**src/design/tmr2_defines.vh**
```
// Purpose: register offsets, field positions, reset values for the timer
// Assumes: 8-bit registers on a plain address/strobe port
// Notes:   offsets are local choices
`ifndef TMR2_DEFINES_VH
`define TMR2_DEFINES_VH
`define TMR2_ADDR_CTRL_A    3'h0
`define TMR2_ADDR_CTRL_B    3'h1
`define TMR2_ADDR_COUNT     3'h2
`define TMR2_ADDR_CMP_A     3'h3
`define TMR2_ADDR_CMP_B     3'h4
`define TMR2_ADDR_MASK      3'h5
`define TMR2_ADDR_FLAGS     3'h6
`define TMR2_BIT_FORCE_A    7
`define TMR2_BIT_FORCE_B    6
`define TMR2_BIT_MODE_UP    3
`define TMR2_CTRL_B_RST     4'h0
`define TMR2_CTRL_A_RST     8'h00
`define TMR2_MASK_RST       3'h0
`define TMR2_COUNT_RST      8'h00
`define TMR2_CMP_RST        8'h00
`define TMR2_TOP_MAX        8'hff
`define TMR2_BOTTOM         8'h00
`endif
```
**src/design/tmr2_ctrl.v**
```verilog
// Purpose: 8-bit timer with two compare channels, prescaler, flags, masks
// Assumes: one clock; prescaler source is the module clock
// Notes:   ctrl_a holds out_mode_a [7:6], out_mode_b [5:4], wave mode [1:0]
//
// Local design decisions: the register offsets and the strobed register port.
`timescale 1ns/100ps
`include "tmr2_defines.vh"

// How it works
// - force strobes act only in non-pwm modes (0, 2, 4 and 6)
// - a force strobe applies that channel's output-mode action at once
// - a forced compare sets no flag and never clears the counter
// - force bits read back as zero
// - ctrl_b: force a/b at 7/6, mode upper bit 3, clock select 2:0
// - clock select 000 stops the counter
// - ctrl_b bits 5:4 read zero
// - count register is readable and writable
// - a count write blocks compare matches on the next tick
// - compare a matches the count for flag and waveform a
// - compare b matches the count for flag and waveform b
// - mask: cmp b en bit 2, cmp a en bit 1, ovf en bit 0
// - cmp b flag bit 2 set on match with compare b
// - cmp a flag bit 1 set on match with compare a
// - ovf flag set on overflow, at top in mode 7, or at bottom turn in phase pwm modes
// - a vector acknowledge clears its flag
// - writing one clears a flag, zero leaves it
// - interrupt asked when global enable, mask and flag all set
// - upper mode bit with two lower bits picks sequence and top
// - output mode decides pin override and match action
module tmr2_ctrl (
    // clock and reset
    input  wire       ref_clk_i,
    input  wire       sys_rst_i,
    // register port
    input  wire [2:0] addr_i,
    input  wire [7:0] wdata_i,
    input  wire       wr_i,
    input  wire       rd_i,
    output reg  [7:0] rdata_o,
    // cpu side
    input  wire       global_irq_en_i,
    input  wire [2:0] vector_ack_i,
    output wire [2:0] irq_req_o,
    // waveform outputs
    output reg        wave_out_a_o,
    output reg        wave_out_b_o,
    output wire       wave_oe_a_o,
    output wire       wave_oe_b_o
);

    reg  [7:0] ctrl_a;
    reg  [3:0] ctrl_b;          // wave_mode_upper_bit and clk_sel_field
    reg  [7:0] count_value;
    reg  [7:0] compare_value_a;
    reg  [7:0] compare_value_b;
    reg  [2:0] irq_mask;
    reg  [2:0] irq_flags;
    reg  [9:0] presc;
    reg        count_down;
    reg        block_match;
    reg        tick;
    reg  [7:0] top;
    reg  [7:0] next_count;
    reg        next_down;
    wire [2:0] wave_mode_field;
    wire [2:0] clk_sel_field;
    wire       pwm_mode;
    wire       fast_pwm;
    wire       phase_pwm;
    wire       clear_on_match_mode;
    wire       wr_ctrl_b;
    wire       wr_count;
    wire       force_a;
    wire       force_b;
    wire       match_a;
    wire       match_b;
    wire       at_top;
    wire       ovf_ev;
    wire       wr_ctrl_a;
    wire       wr_cmp_a;
    wire       wr_cmp_b;
    wire       wr_mask;
    wire       wr_flags;
    wire [2:0] flag_set;
    wire [2:0] flag_clr_sw;
    wire [2:0] flag_clr;
    wire       top_act;
    reg        next_wave_a;
    reg        next_wave_b;
    reg  [7:0] next_rdata;

    // mode decoding
    assign wave_mode_field = {ctrl_b[3], ctrl_a[1:0]};
    assign clk_sel_field   = ctrl_b[2:0];
    assign fast_pwm  = (wave_mode_field[1:0] == 2'b11);
    assign phase_pwm = (wave_mode_field[1:0] == 2'b01);
    assign pwm_mode  = fast_pwm | phase_pwm;
    assign clear_on_match_mode = (wave_mode_field == 3'h2);

    // write strobes per register, one shared decoder
    assign wr_ctrl_a = reg_hit(wr_i, addr_i, `TMR2_ADDR_CTRL_A);
    assign wr_ctrl_b = reg_hit(wr_i, addr_i, `TMR2_ADDR_CTRL_B);
    assign wr_count  = reg_hit(wr_i, addr_i, `TMR2_ADDR_COUNT);
    assign wr_cmp_a  = reg_hit(wr_i, addr_i, `TMR2_ADDR_CMP_A);
    assign wr_cmp_b  = reg_hit(wr_i, addr_i, `TMR2_ADDR_CMP_B);
    assign wr_mask   = reg_hit(wr_i, addr_i, `TMR2_ADDR_MASK);
    assign wr_flags  = reg_hit(wr_i, addr_i, `TMR2_ADDR_FLAGS);

    // force strobes, gated off in pwm modes
    assign force_a = wr_ctrl_b & wdata_i[`TMR2_BIT_FORCE_A] & ~pwm_mode;
    assign force_b = wr_ctrl_b & wdata_i[`TMR2_BIT_FORCE_B] & ~pwm_mode;

    // top value by mode
    always @* begin
        if (wave_mode_field[2] || clear_on_match_mode) begin
            top = compare_value_a;
        end else begin
            top = `TMR2_TOP_MAX;
        end
    end

    // prescaler tick select
    always @* begin
        case (clk_sel_field)
            3'h1:    tick = 1'b1;
            3'h2:    tick = (presc[2:0] == 3'h7);
            3'h3:    tick = (presc[4:0] == 5'h1f);
            3'h4:    tick = (presc[5:0] == 6'h3f);
            3'h5:    tick = (presc[6:0] == 7'h7f);
            3'h6:    tick = (presc[7:0] == 8'hff);
            3'h7:    tick = (presc == 10'h3ff);
            default: tick = 1'b0;
        endcase
    end

    // prescaler counter, free running while a source is selected
    always @(posedge ref_clk_i) begin
        if (sys_rst_i || clk_sel_field == 3'h0) begin
            presc <= 10'h000;
        end else begin
            presc <= presc + 10'h001;
        end
    end

    // compare matches, suppressed one tick after a count write
    assign match_a = tick & ~block_match & (count_value == compare_value_a);
    assign match_b = tick & ~block_match & (count_value == compare_value_b);
    assign at_top  = (count_value == top);

    // next count value by sequence
    always @* begin
        next_count = count_value + 8'h01;
        next_down  = count_down;
        if (phase_pwm) begin
            if (!count_down && at_top) begin
                next_down  = 1'b1;
                next_count = count_value - 8'h01;
            end else if (count_down && count_value == `TMR2_BOTTOM) begin
                next_down  = 1'b0;
                next_count = count_value + 8'h01;
            end else if (count_down) begin
                next_count = count_value - 8'h01;
            end
        end else if (at_top && top != `TMR2_TOP_MAX) begin
            next_count = `TMR2_BOTTOM;     // clear-on-match, variable top
        end
    end

    // overflow event
    assign ovf_ev = tick & (phase_pwm ?
                    (count_down && count_value == `TMR2_BOTTOM) :
                    (wave_mode_field == 3'h7 ? at_top :
                     count_value == `TMR2_TOP_MAX));

    // counter, direction and match blocking
    always @(posedge ref_clk_i) begin
        if (sys_rst_i) begin
            count_value <= `TMR2_COUNT_RST;
            count_down  <= 1'b0;
            block_match <= 1'b0;
        end else if (wr_count) begin
            count_value <= wdata_i;
            block_match <= 1'b1;
        end else if (tick) begin
            count_value <= next_count;
            count_down  <= next_down;
            block_match <= 1'b0;
        end
    end

    // control a: output modes and lower mode bits, bits 3:2 kept zero
    always @(posedge ref_clk_i) begin
        if (sys_rst_i) begin
            ctrl_a <= `TMR2_CTRL_A_RST;
        end else if (wr_ctrl_a) begin
            ctrl_a <= {wdata_i[7:4], 2'b00, wdata_i[1:0]};
        end
    end

    // control b: only mode upper bit and clock select are stored
    always @(posedge ref_clk_i) begin
        if (sys_rst_i) begin
            ctrl_b <= `TMR2_CTRL_B_RST;
        end else if (wr_ctrl_b) begin
            ctrl_b <= wdata_i[3:0];
        end
    end

    // compare a register
    always @(posedge ref_clk_i) begin
        if (sys_rst_i) begin
            compare_value_a <= `TMR2_CMP_RST;
        end else if (wr_cmp_a) begin
            compare_value_a <= wdata_i;
        end
    end

    // compare b register
    always @(posedge ref_clk_i) begin
        if (sys_rst_i) begin
            compare_value_b <= `TMR2_CMP_RST;
        end else if (wr_cmp_b) begin
            compare_value_b <= wdata_i;
        end
    end

    // interrupt mask, upper bits not stored
    always @(posedge ref_clk_i) begin
        if (sys_rst_i) begin
            irq_mask <= `TMR2_MASK_RST;
        end else if (wr_mask) begin
            irq_mask <= wdata_i[2:0];
        end
    end

    // flag sources; a forced compare is no match, so sets nothing
    assign flag_set    = {match_b, match_a, ovf_ev};
    assign flag_clr_sw = wr_flags ? wdata_i[2:0] : 3'h0;
    assign flag_clr    = flag_clr_sw | vector_ack_i;

    // flags: hardware set beats software or vector clear in one cycle
    always @(posedge ref_clk_i) begin
        if (sys_rst_i) begin
            irq_flags <= 3'h0;
        end else begin
            irq_flags <= (irq_flags & ~flag_clr) | flag_set;
        end
    end

    // interrupt requests
    assign irq_req_o = irq_flags & irq_mask & {3{global_irq_en_i}};

    // pin override when output mode is non-zero
    assign wave_oe_a_o = |ctrl_a[7:6];
    assign wave_oe_b_o = |ctrl_a[5:4];

    // fast pwm top action, taken only on a counting tick
    assign top_act = tick & at_top & fast_pwm;

    // next waveform levels; force uses the non-pwm action
    always @* begin
        next_wave_a = wave_out_a_o;
        next_wave_b = wave_out_b_o;
        if (!pwm_mode) begin
            if (match_a || force_a) begin
                next_wave_a = nonpwm_act(ctrl_a[7:6], wave_out_a_o);
            end
            if (match_b || force_b) begin
                next_wave_b = nonpwm_act(ctrl_a[5:4], wave_out_b_o);
            end
        end else begin
            if (match_a) begin
                next_wave_a = pwm_act(ctrl_a[7:6], wave_out_a_o);
            end else if (top_act && ctrl_a[7]) begin
                next_wave_a = ~ctrl_a[6];
            end
            if (match_b) begin
                next_wave_b = pwm_act(ctrl_a[5:4], wave_out_b_o);
            end else if (top_act && ctrl_a[5]) begin
                next_wave_b = ~ctrl_a[4];
            end
        end
    end

    // waveform registers
    always @(posedge ref_clk_i) begin
        if (sys_rst_i) begin
            wave_out_a_o <= 1'b0;
            wave_out_b_o <= 1'b0;
        end else begin
            wave_out_a_o <= next_wave_a;
            wave_out_b_o <= next_wave_b;
        end
    end

    // read mux; force and reserved bits read as zero
    always @* begin
        next_rdata = 8'h00;
        if (rd_i) begin
            case (addr_i)
                `TMR2_ADDR_CTRL_A: next_rdata = ctrl_a;
                `TMR2_ADDR_CTRL_B: next_rdata = {4'h0, ctrl_b};
                `TMR2_ADDR_COUNT:  next_rdata = count_value;
                `TMR2_ADDR_CMP_A:  next_rdata = compare_value_a;
                `TMR2_ADDR_CMP_B:  next_rdata = compare_value_b;
                `TMR2_ADDR_MASK:   next_rdata = {5'h00, irq_mask};
                `TMR2_ADDR_FLAGS:  next_rdata = {5'h00, irq_flags};
                default:           next_rdata = 8'h00;
            endcase
        end
    end

    // read data stands only in the cycle after the strobe
    always @(posedge ref_clk_i) begin
        if (sys_rst_i) begin
            rdata_o <= 8'h00;
        end else begin
            rdata_o <= next_rdata;
        end
    end

    // non-pwm match action: toggle, clear or set
    function nonpwm_act;
        input [1:0] mode;
        input       cur;
        begin
            case (mode)
                2'h1:    nonpwm_act = ~cur;
                2'h2:    nonpwm_act = 1'b0;
                2'h3:    nonpwm_act = 1'b1;
                default: nonpwm_act = cur;
            endcase
        end
    endfunction

    // pwm match action, reversed while counting down
    function pwm_act;
        input [1:0] mode;
        input       cur;
        begin
            case (mode)
                2'h2:    pwm_act = count_down;
                2'h3:    pwm_act = ~count_down;
                default: pwm_act = cur;
            endcase
        end
    endfunction

    // register strobe decode: strobe high at the given address
    function reg_hit;
        input       strobe;
        input [2:0] addr;
        input [2:0] target;
        begin
            reg_hit = strobe & (addr == target);
        end
    endfunction

endmodule

```
**config.mk**
```make
export PLATFORM = sky130hd
export DESIGN_NAME = tmr2_ctrl
export DESIGN_NICKNAME = d
export VERILOG_FILES = /design/src/design/tmr2_ctrl.v
export VERILOG_INCLUDE_DIRS = /design/src /design/src/design
export SDC_FILE = /design/constraint.sdc
export NUM_CORES = 1
export LEC_CHECK = 0
export BUFFER_PORTS_ARGS = -buffer_cell sky130_fd_sc_hd__clkbuf_2
export CAP_MARGIN = 0
export CORE_MARGIN = 3
export CORE_UTILIZATION = 30
export CTS_CLUSTER_DIAMETER = 60
export DETAILED_ROUTE_END_ITERATION = 8
export PLACE_DENSITY = 0.47
export SYNTH_ARGS = -nofsm -noshare
export SYNTH_HDL_FRONTEND = slang
export SYNTH_SLANG_ARGS = --single-unit
```
**constraint.sdc**
```tcl
create_clock -name ref_clk_i -period 2.2 [get_ports ref_clk_i]
set_input_delay 0.11 -clock ref_clk_i [delete_from_list [all_inputs] [get_ports ref_clk_i]]
set_output_delay 0.11 -clock ref_clk_i [all_outputs]
set_load 0.05 [all_outputs]
```
==> flow_summary.json, run 1 <==
{
  "synth_seq_cells": 62,
  "via_count": 3856,
  "cts.sinks": 62,
  "synthesis.nets": 512,
  "arrival_ns": 2.57,
  "pwr-share-seq_pct": 41.6,
  "drv_slew": 0,
  "grt_first_pass_wirelength_um": 20200,
  "antenna_cells": 0,
  "power_density_mw_per_mm2": 556,
  "final_util_pct": 41.9,
  "muxShareOfSynthArea_pct": 7.74,
  "root_buffer": "clkbuf_16",
  "syn_area_mm2": 0.00375,
  "synth_top_area_share_pct": 33.1,
  "via_per_inst": 5.15,
  "dr.first_iter.drc_count": 270,
  "die_area_mm2": 0.0139,
  "wl_per_cell_um": 17.0,
  "p_leak_nw": 2.04,
  "failed_checks": "negative setup slack",
  "antenna_found_initial": 0,
  "grt_pass1_vias": 3838,
  "tightest_slew_ns": 0.490,
  "endpoint_kind": "flop",
  "track_usage_pct": 18.4,
  "clkLatencyLatePin_ns": 0.33,
  "status": "finished with violations",
  "die_y_um": 118,
  "avgSynthCellArea_um2": 7.67,
  "relSlewSlack_pct": 67.0,
  "switchingPower_mw": 0.771,
  "fin_crit_sh_pct": 107,
  "power_mw": 2.83,
  "nNetsFinal": 600,
  "power.internal_mw": 2.05,
  "drc": 0,
  "cts_tree": "yes",
  "initial_core_util_pct": 31.0,
  "ys.flop_type": "dfxtp_1",
  "yosysMostFrequentCell": "nor2_1",
  "fin_ws_ns": -0.162,
  "synth-compound-area-share_pct": 19.8,
  "ys_seq_area_share_pct": 33.1,
  "rsz0062_at_grt": "true",
  "grt-ovfl-total": 0,
  "syn2layout_area_growth_pct": 35.4,
  "power_frac_comb_pct": 13.9,
  "ant_nets": 0,
  "yosysWarnings": 0,
  "synthAdderAreaFrac_pct": 1.33,
  "tns_ns": -1.05,
  "gp_congestion": 0.844,
  "drive_gt1_share_pct": 29.8,
  "rows": 40,
  "place_inst": 730,
  "start_kind": "flop",
  "syn_inst": 489,
  "synth_top_family_by_area": "simple AND/OR/NAND/NOR gates",
  "crit_required_ns": 2.41,
  "clk_pin_slew_worst_paths_ns": 0.05,
  "grt_start_max_net_pins": 26,
  "io_buffers": 33,
  "finalHoldViolCount": 0,
  "ir_drop_mv": 0.325,
  "cts_max_level": 3,
  "stdcell_count": 749,
  "path_max_fanout": 4,
  "holdBufCountCts": 0,
  "firstDrtPassIters": 5,
  "synth.distinct_cells": 63,
  "finalClockSkew_ns": 0.00550,
  "critical_path_class": "flop to flop",
  "synth_xor_area_share_pct": 6.07,
  "fmax_mhz": 423,
  "numCtsBuffers": 9,
  "clockBufferDepth": 2,
  "hold_class": "input pin to flop",
  "wl_um": 12700,
  "synthTopCellsByCount": "nor2_1, nand2_1, dfxtp_1",
  "synthArstFlopShare_pct": 0,
  "synth_top_area_cell": "dfxtp_1",
  "synth_edf_count": 0,
  "synthTopCellsByArea": "dfxtp_1, nor2_1, nand2_1",
  "clkPwrFrac_pct": 44.5,
  "fp.coreArea_mm2": 0.0121,
  "io_pins": 34,
  "synth-simple-area-share_pct": 27.5,
  "switching_share_pct": 27.3,
  "setup-violations-final": 12,
  "cap_violations": 0,
  "die_w_um": 118,
  "dp_hpwl_um": 9620,
  "min_period_ns": 2.36
}
## critical path, cell delays in order, from the launching register on
cell      delay, ns
dfxtp_2        0.32
and2b_2        0.24
or2_4          0.26
a211oi_4       0.29
o221ai_4       0.19
buf_6          0.16
buf_6          0.11
nor2_4         0.22
nor2_4         0.07
o311ai_2       0.27
a31oi_1        0.12
## area by class of cell
type	instances	area [um^2]
clock buffers	11	233
clock inverters	4	25.0
fillers	1271	7030
inverters	12	48.8
multi-input cells	383	2550
flip-flops and latches	62	1250
well taps	168	210
repair buffers	109	767
## kinds of logic after synthesis
kind of cell / count (synthesis)
muxes: 27
adders and majority gates: 4
buffers and inverters: 44
AOI/OAI and AO/OA: 110
and+or+nand+nor: 216
DFF: 62
xor gates and xnor gates: 26
## path summary, 6_finish.rpt
check	to	start	slack [ns]	cells past startpoint
max	count_value[1]	ctrl_a[0]	-0.16	10
min	irq_flags[2]	vector_ack_i[2]	0.05	3
max reg2reg	count_value[1]	ctrl_a[0]	-0.16	10
min reg2reg	compare_value_b[7]	compare_value_b[7]	0.49	2
## per-layer routing
layer / wire, um / GRT usage (%) / vias up
met3: 659 / 4.23 / 19
met4: 293 / 7.11 / 0
met1: 5830 / 24.5 / 1830
met5: 0 / 0 / -
li1: - / - / 1911
met2: 5910 / 29.0 / 96
## power by group through the flow
stage | Sequential, mW | Combinational [mW] | Clock (mW)
2_1_floorplan | 1.19 | 0.212 | 0
3_3_place_gp | 1.20 | 0.372 | 0
3_5_place_dp | 1.20 | 0.371 | 0
4_1_cts | 1.17 | 0.384 | 1.28
5_1_grt | 1.18 | 0.428 | 1.34
6_report | 1.18 | 0.393 | 1.26
## metrics by stage
| step | cell area, um^2 | hold slack [ns] | worst slack, ns |
|---|---|---|---|
| global route | 5080 | 0.0611 | -0.252 |
| detailed placement | 4590 | 0.394 | -0.263 |
| finish | 5080 | 0.0513 | -0.162 |
| CTS | 4950 | 0.0456 | -0.105 |
| global placement | 4590 | 0.384 | -0.274 |
| floorplan | 3790 | 0.246 | -0.00917 |
## flip-flops by register name, indices dropped and copies added, names as in the netlist, 3 cells and up
register,cells
ctrl_b,4
rdata_o,8
irq_mask,3
compare_value_a,8
compare_value_b,8
count_value,8
irq_flags,3
ctrl_a,6
presc,10
## timing repair
item | 4_1_cts | 5_1_grt
endpoints found under the setup margin | 12 | 12
gates cloned | 0 | 0
buffers inserted | 1 | 3
pin swaps | 6 | 14
resized for setup | 26 | 23
## cells in the final DEF (no fill, tap or decap), types with 5 or more instances in the layout
master      n
a31oi_1     9
buf_6       5
a22oi_1     6
nor2b_1     6
nand2_1    61
o21ai_0    10
nand3_1    12
and3_1     13
nor2_1     69
nor3_1      5
a21oi_1    35
dfxtp_1    56
mux2_2      6
clkbuf_2   33
clkbuf_16   9
nand3b_1    9
dfxtp_2     6
inv_1      11
buf_4      70
xnor2_1    11
mux2i_1    17
xor2_1     15
nand4_1     7
(Power assumes the default switching activity.)
==> run 2: changes to the inputs <==
--- a/config.mk
+++ b/config.mk
@@ -12,7 +12,7 @@
 export CORE_UTILIZATION = 30
 export CTS_CLUSTER_DIAMETER = 60
 export DETAILED_ROUTE_END_ITERATION = 8
-export PLACE_DENSITY = 0.47
+export PLACE_DENSITY_LB_ADDON = 0.2
 export SYNTH_ARGS = -nofsm -noshare
 export SYNTH_HDL_FRONTEND = slang
 export SYNTH_SLANG_ARGS = --single-unit
==> run 2 against run 1 <==
The run still ends with negative setup slack left. Core utilization grew 0.44 points. Routed wire length shrank 1.2%. First-iteration DRC count shrank 14%. Sequential cell count is the same. Largest cell class unchanged. Highest routed layer unchanged.
==> flow_summary.json, run 2 (synthesis results as in run 1) <==
{
  "crit_required_ns": 2.46,
  "status": "finished with violations",
  "grt_start_max_net_pins": 26,
  "final_common_cell": "buf_4",
  "layout.filler_cells": 1256,
  "dp_hpwl_um": 9390,
  "fp.coreArea_mm2": 0.0121,
  "clk_pin_slew_worst_paths_ns": 0.06,
  "wl_per_cell_um": 16.7,
  "power_density_mw_per_mm2": 637,
  "critical_path.max_stage_delay_ns": 0.32,
  "grt-ovfl-total": 0,
  "grt_pass1_vias": 3859,
  "antenna_cells": 0,
  "firstDrtPassIters": 5,
  "fin_ws_ns": -0.0570,
  "numCtsBuffers": 9,
  "path_max_fanout": 5,
  "die_y_um": 118,
  "start_kind": "flop",
  "drive_gt1_share_pct": 29.7,
  "io_pins": 34,
  "final_cell_area_mm2": 0.00513,
  "finalHoldViolCount": 0,
  "rsz0062_at_grt": "true",
  "final_cell_mix": "buf_4, nor2_1, nand2_1",
  "place_inst": 730,
  "tightest_slew_ns": 0.396,
  "io_buffers": 33,
  "fmax_mhz": 443,
  "dr.first_iter.drc_count": 233,
  "cap_violations": 0,
  "stdcell_count": 751,
  "gp_congestion": 0.849,
  "critical_path_class": "flop to flop",
  "ir_drop_mv": 0.465,
  "largest_reg_flops": 10,
  "clockBufferDepth": 2,
  "drv_slew": 0,
  "setup-violations-final": 4,
  "nNetsFinal": 601,
  "pre_cts_ws_ns": -0.243,
  "final_util_pct": 42.4,
  "endpoint_kind": "flop",
  "registers.top_by_ff_count": "presc",
  "wl_um": 12500,
  "clkLatencyLatePin_ns": 0.34,
  "cts_max_level": 3,
  "die_w_um": 118,
  "min_period_ns": 2.26,
  "cts_tree": "yes",
  "via_count": 3869,
  "finalClockSkew_ns": 0.00840,
  "area.sequential_mm2": 0.00125,
  "initial_core_util_pct": 31.0,
  "ant_nets": 0,
  "multi_input_area_mm2": 0.00252,
  "root_buffer": "clkbuf_16",
  "cts.sinks": 62,
  "grt_first_pass_wirelength_um": 20300,
  "fin_crit_sh_pct": 103,
  "drc": 0,
  "die_area_mm2": 0.0139,
  "p_leak_nw": 2.09,
  "failed_checks": "negative setup slack",
  "relSlewSlack_pct": 73.6,
  "crit_top_cell": "buf_4",
  "cp_cell_sequence": "and2b_1 > or2_4 > a211oi_4 > o221ai_4 > buf_4 > o41ai_4 > o21ai_2 > buf_4 > a211oi_1",
  "antenna_found_initial": 0,
  "syn2layout_area_growth_pct": 36.9,
  "holdBufCountCts": 0,
  "track_usage_pct": 18.4,
  "dpl-instance-area_mm2": 0.00458,
  "arrival_ns": 2.51,
  "via_per_inst": 5.15,
  "rows": 40,
  "cpMaxStageDelayCell": "dfxtp_2",
  "hold_class": "input pin to flop"
}
[run 2: cell types whose count changed in the layout (fill, tap and decap cells not counted), moves of 2 or more]
cell | before | now
bufinv_16 | 0 | 3
inv_6 | 0 | 2
clkbuf_1 | 2 | 0
buf_4 | 70 | 74
clkinv_2 | 2 | 0
a211oi_2 | 0 | 2
clkinvlp_4 | 3 | 1
a211oi_1 | 4 | 2
buf_6 | 5 | 3
[run 2: timing repair]
| item | in CTS | in global routing |
|---|---|---|
| hold endpoints to repair | 0 | 0 |
| endpoints found under the setup margin | 12 | 12 |
| pin swaps | 18 | 5 |
| gates cloned | 0 | 0 |
| buffers inserted | 2 | 3 |
| resized for setup | 27 | 12 |
[run 2: layout make-up]
class	count	area share [%]
Timing Repair Buffer	110	14.7
Tap cell	168	4.09
Multi-Input combinational cell	383	49.0
Clock buffer	10	4.66
Clock inverter	6	2.27
Inverter	12	0.951
Sequential cell	62	24.3
[run 2: per-layer routing]
metal | wire length, um | vias to the layer above | GRT usage, %
li1 | - | 1904 | -
met1 | 5810 | 1847 | 24.0
met2 | 5920 | 97 | 29.9
met3 | 584 | 21 | 4.71
met4 | 236 | 0 | 6.15
met5 | 0 | - | 0
[run 2: final timing paths]
path / startpoint / endpoint / slack, ns / depth (start not counted)
worst min register to register: compare_value_b[7] / compare_value_b[7] / 0.49 / 2
worst min-delay path: vector_ack_i[0] / irq_flags[0] / 0.03 / 3
worst max register to register: ctrl_a[0] / wave_out_a_o / -0.06 / 9
worst max-delay path: ctrl_a[0] / wave_out_a_o / -0.06 / 9
[run 2: critical path, delay by kind of cell (launching register included)]
kind                   cells  cell delay, ns
AND/OR/NAND/NOR            2            0.47
AO/OA/AOI/OAI              5            1.05
flip-flops                 1            0.32
buffers and inverters      2            0.33
[run 2: where the power goes]
group / internal [mW] / switching, mW / total, mW
combinational: 0.158 / 0.235 / 0.394
clock: 1.15 / 0.556 / 1.70
sequential: 1.15 / 0.0282 / 1.17
total: 2.45 / 0.819 / 3.27
[run 2: stage by stage]
step	hold WS (ns)	total power, mW	TNS (ns)
after floorplan	0.246	1.41	-0.0149
after global placement	0.386	1.56	-1.04
after detailed placement	0.385	1.56	-1.37
after CTS	0.0256	3.29	-0.181
after global routing	0.0498	3.39	-1.16
final	0.0340	3.27	-0.118
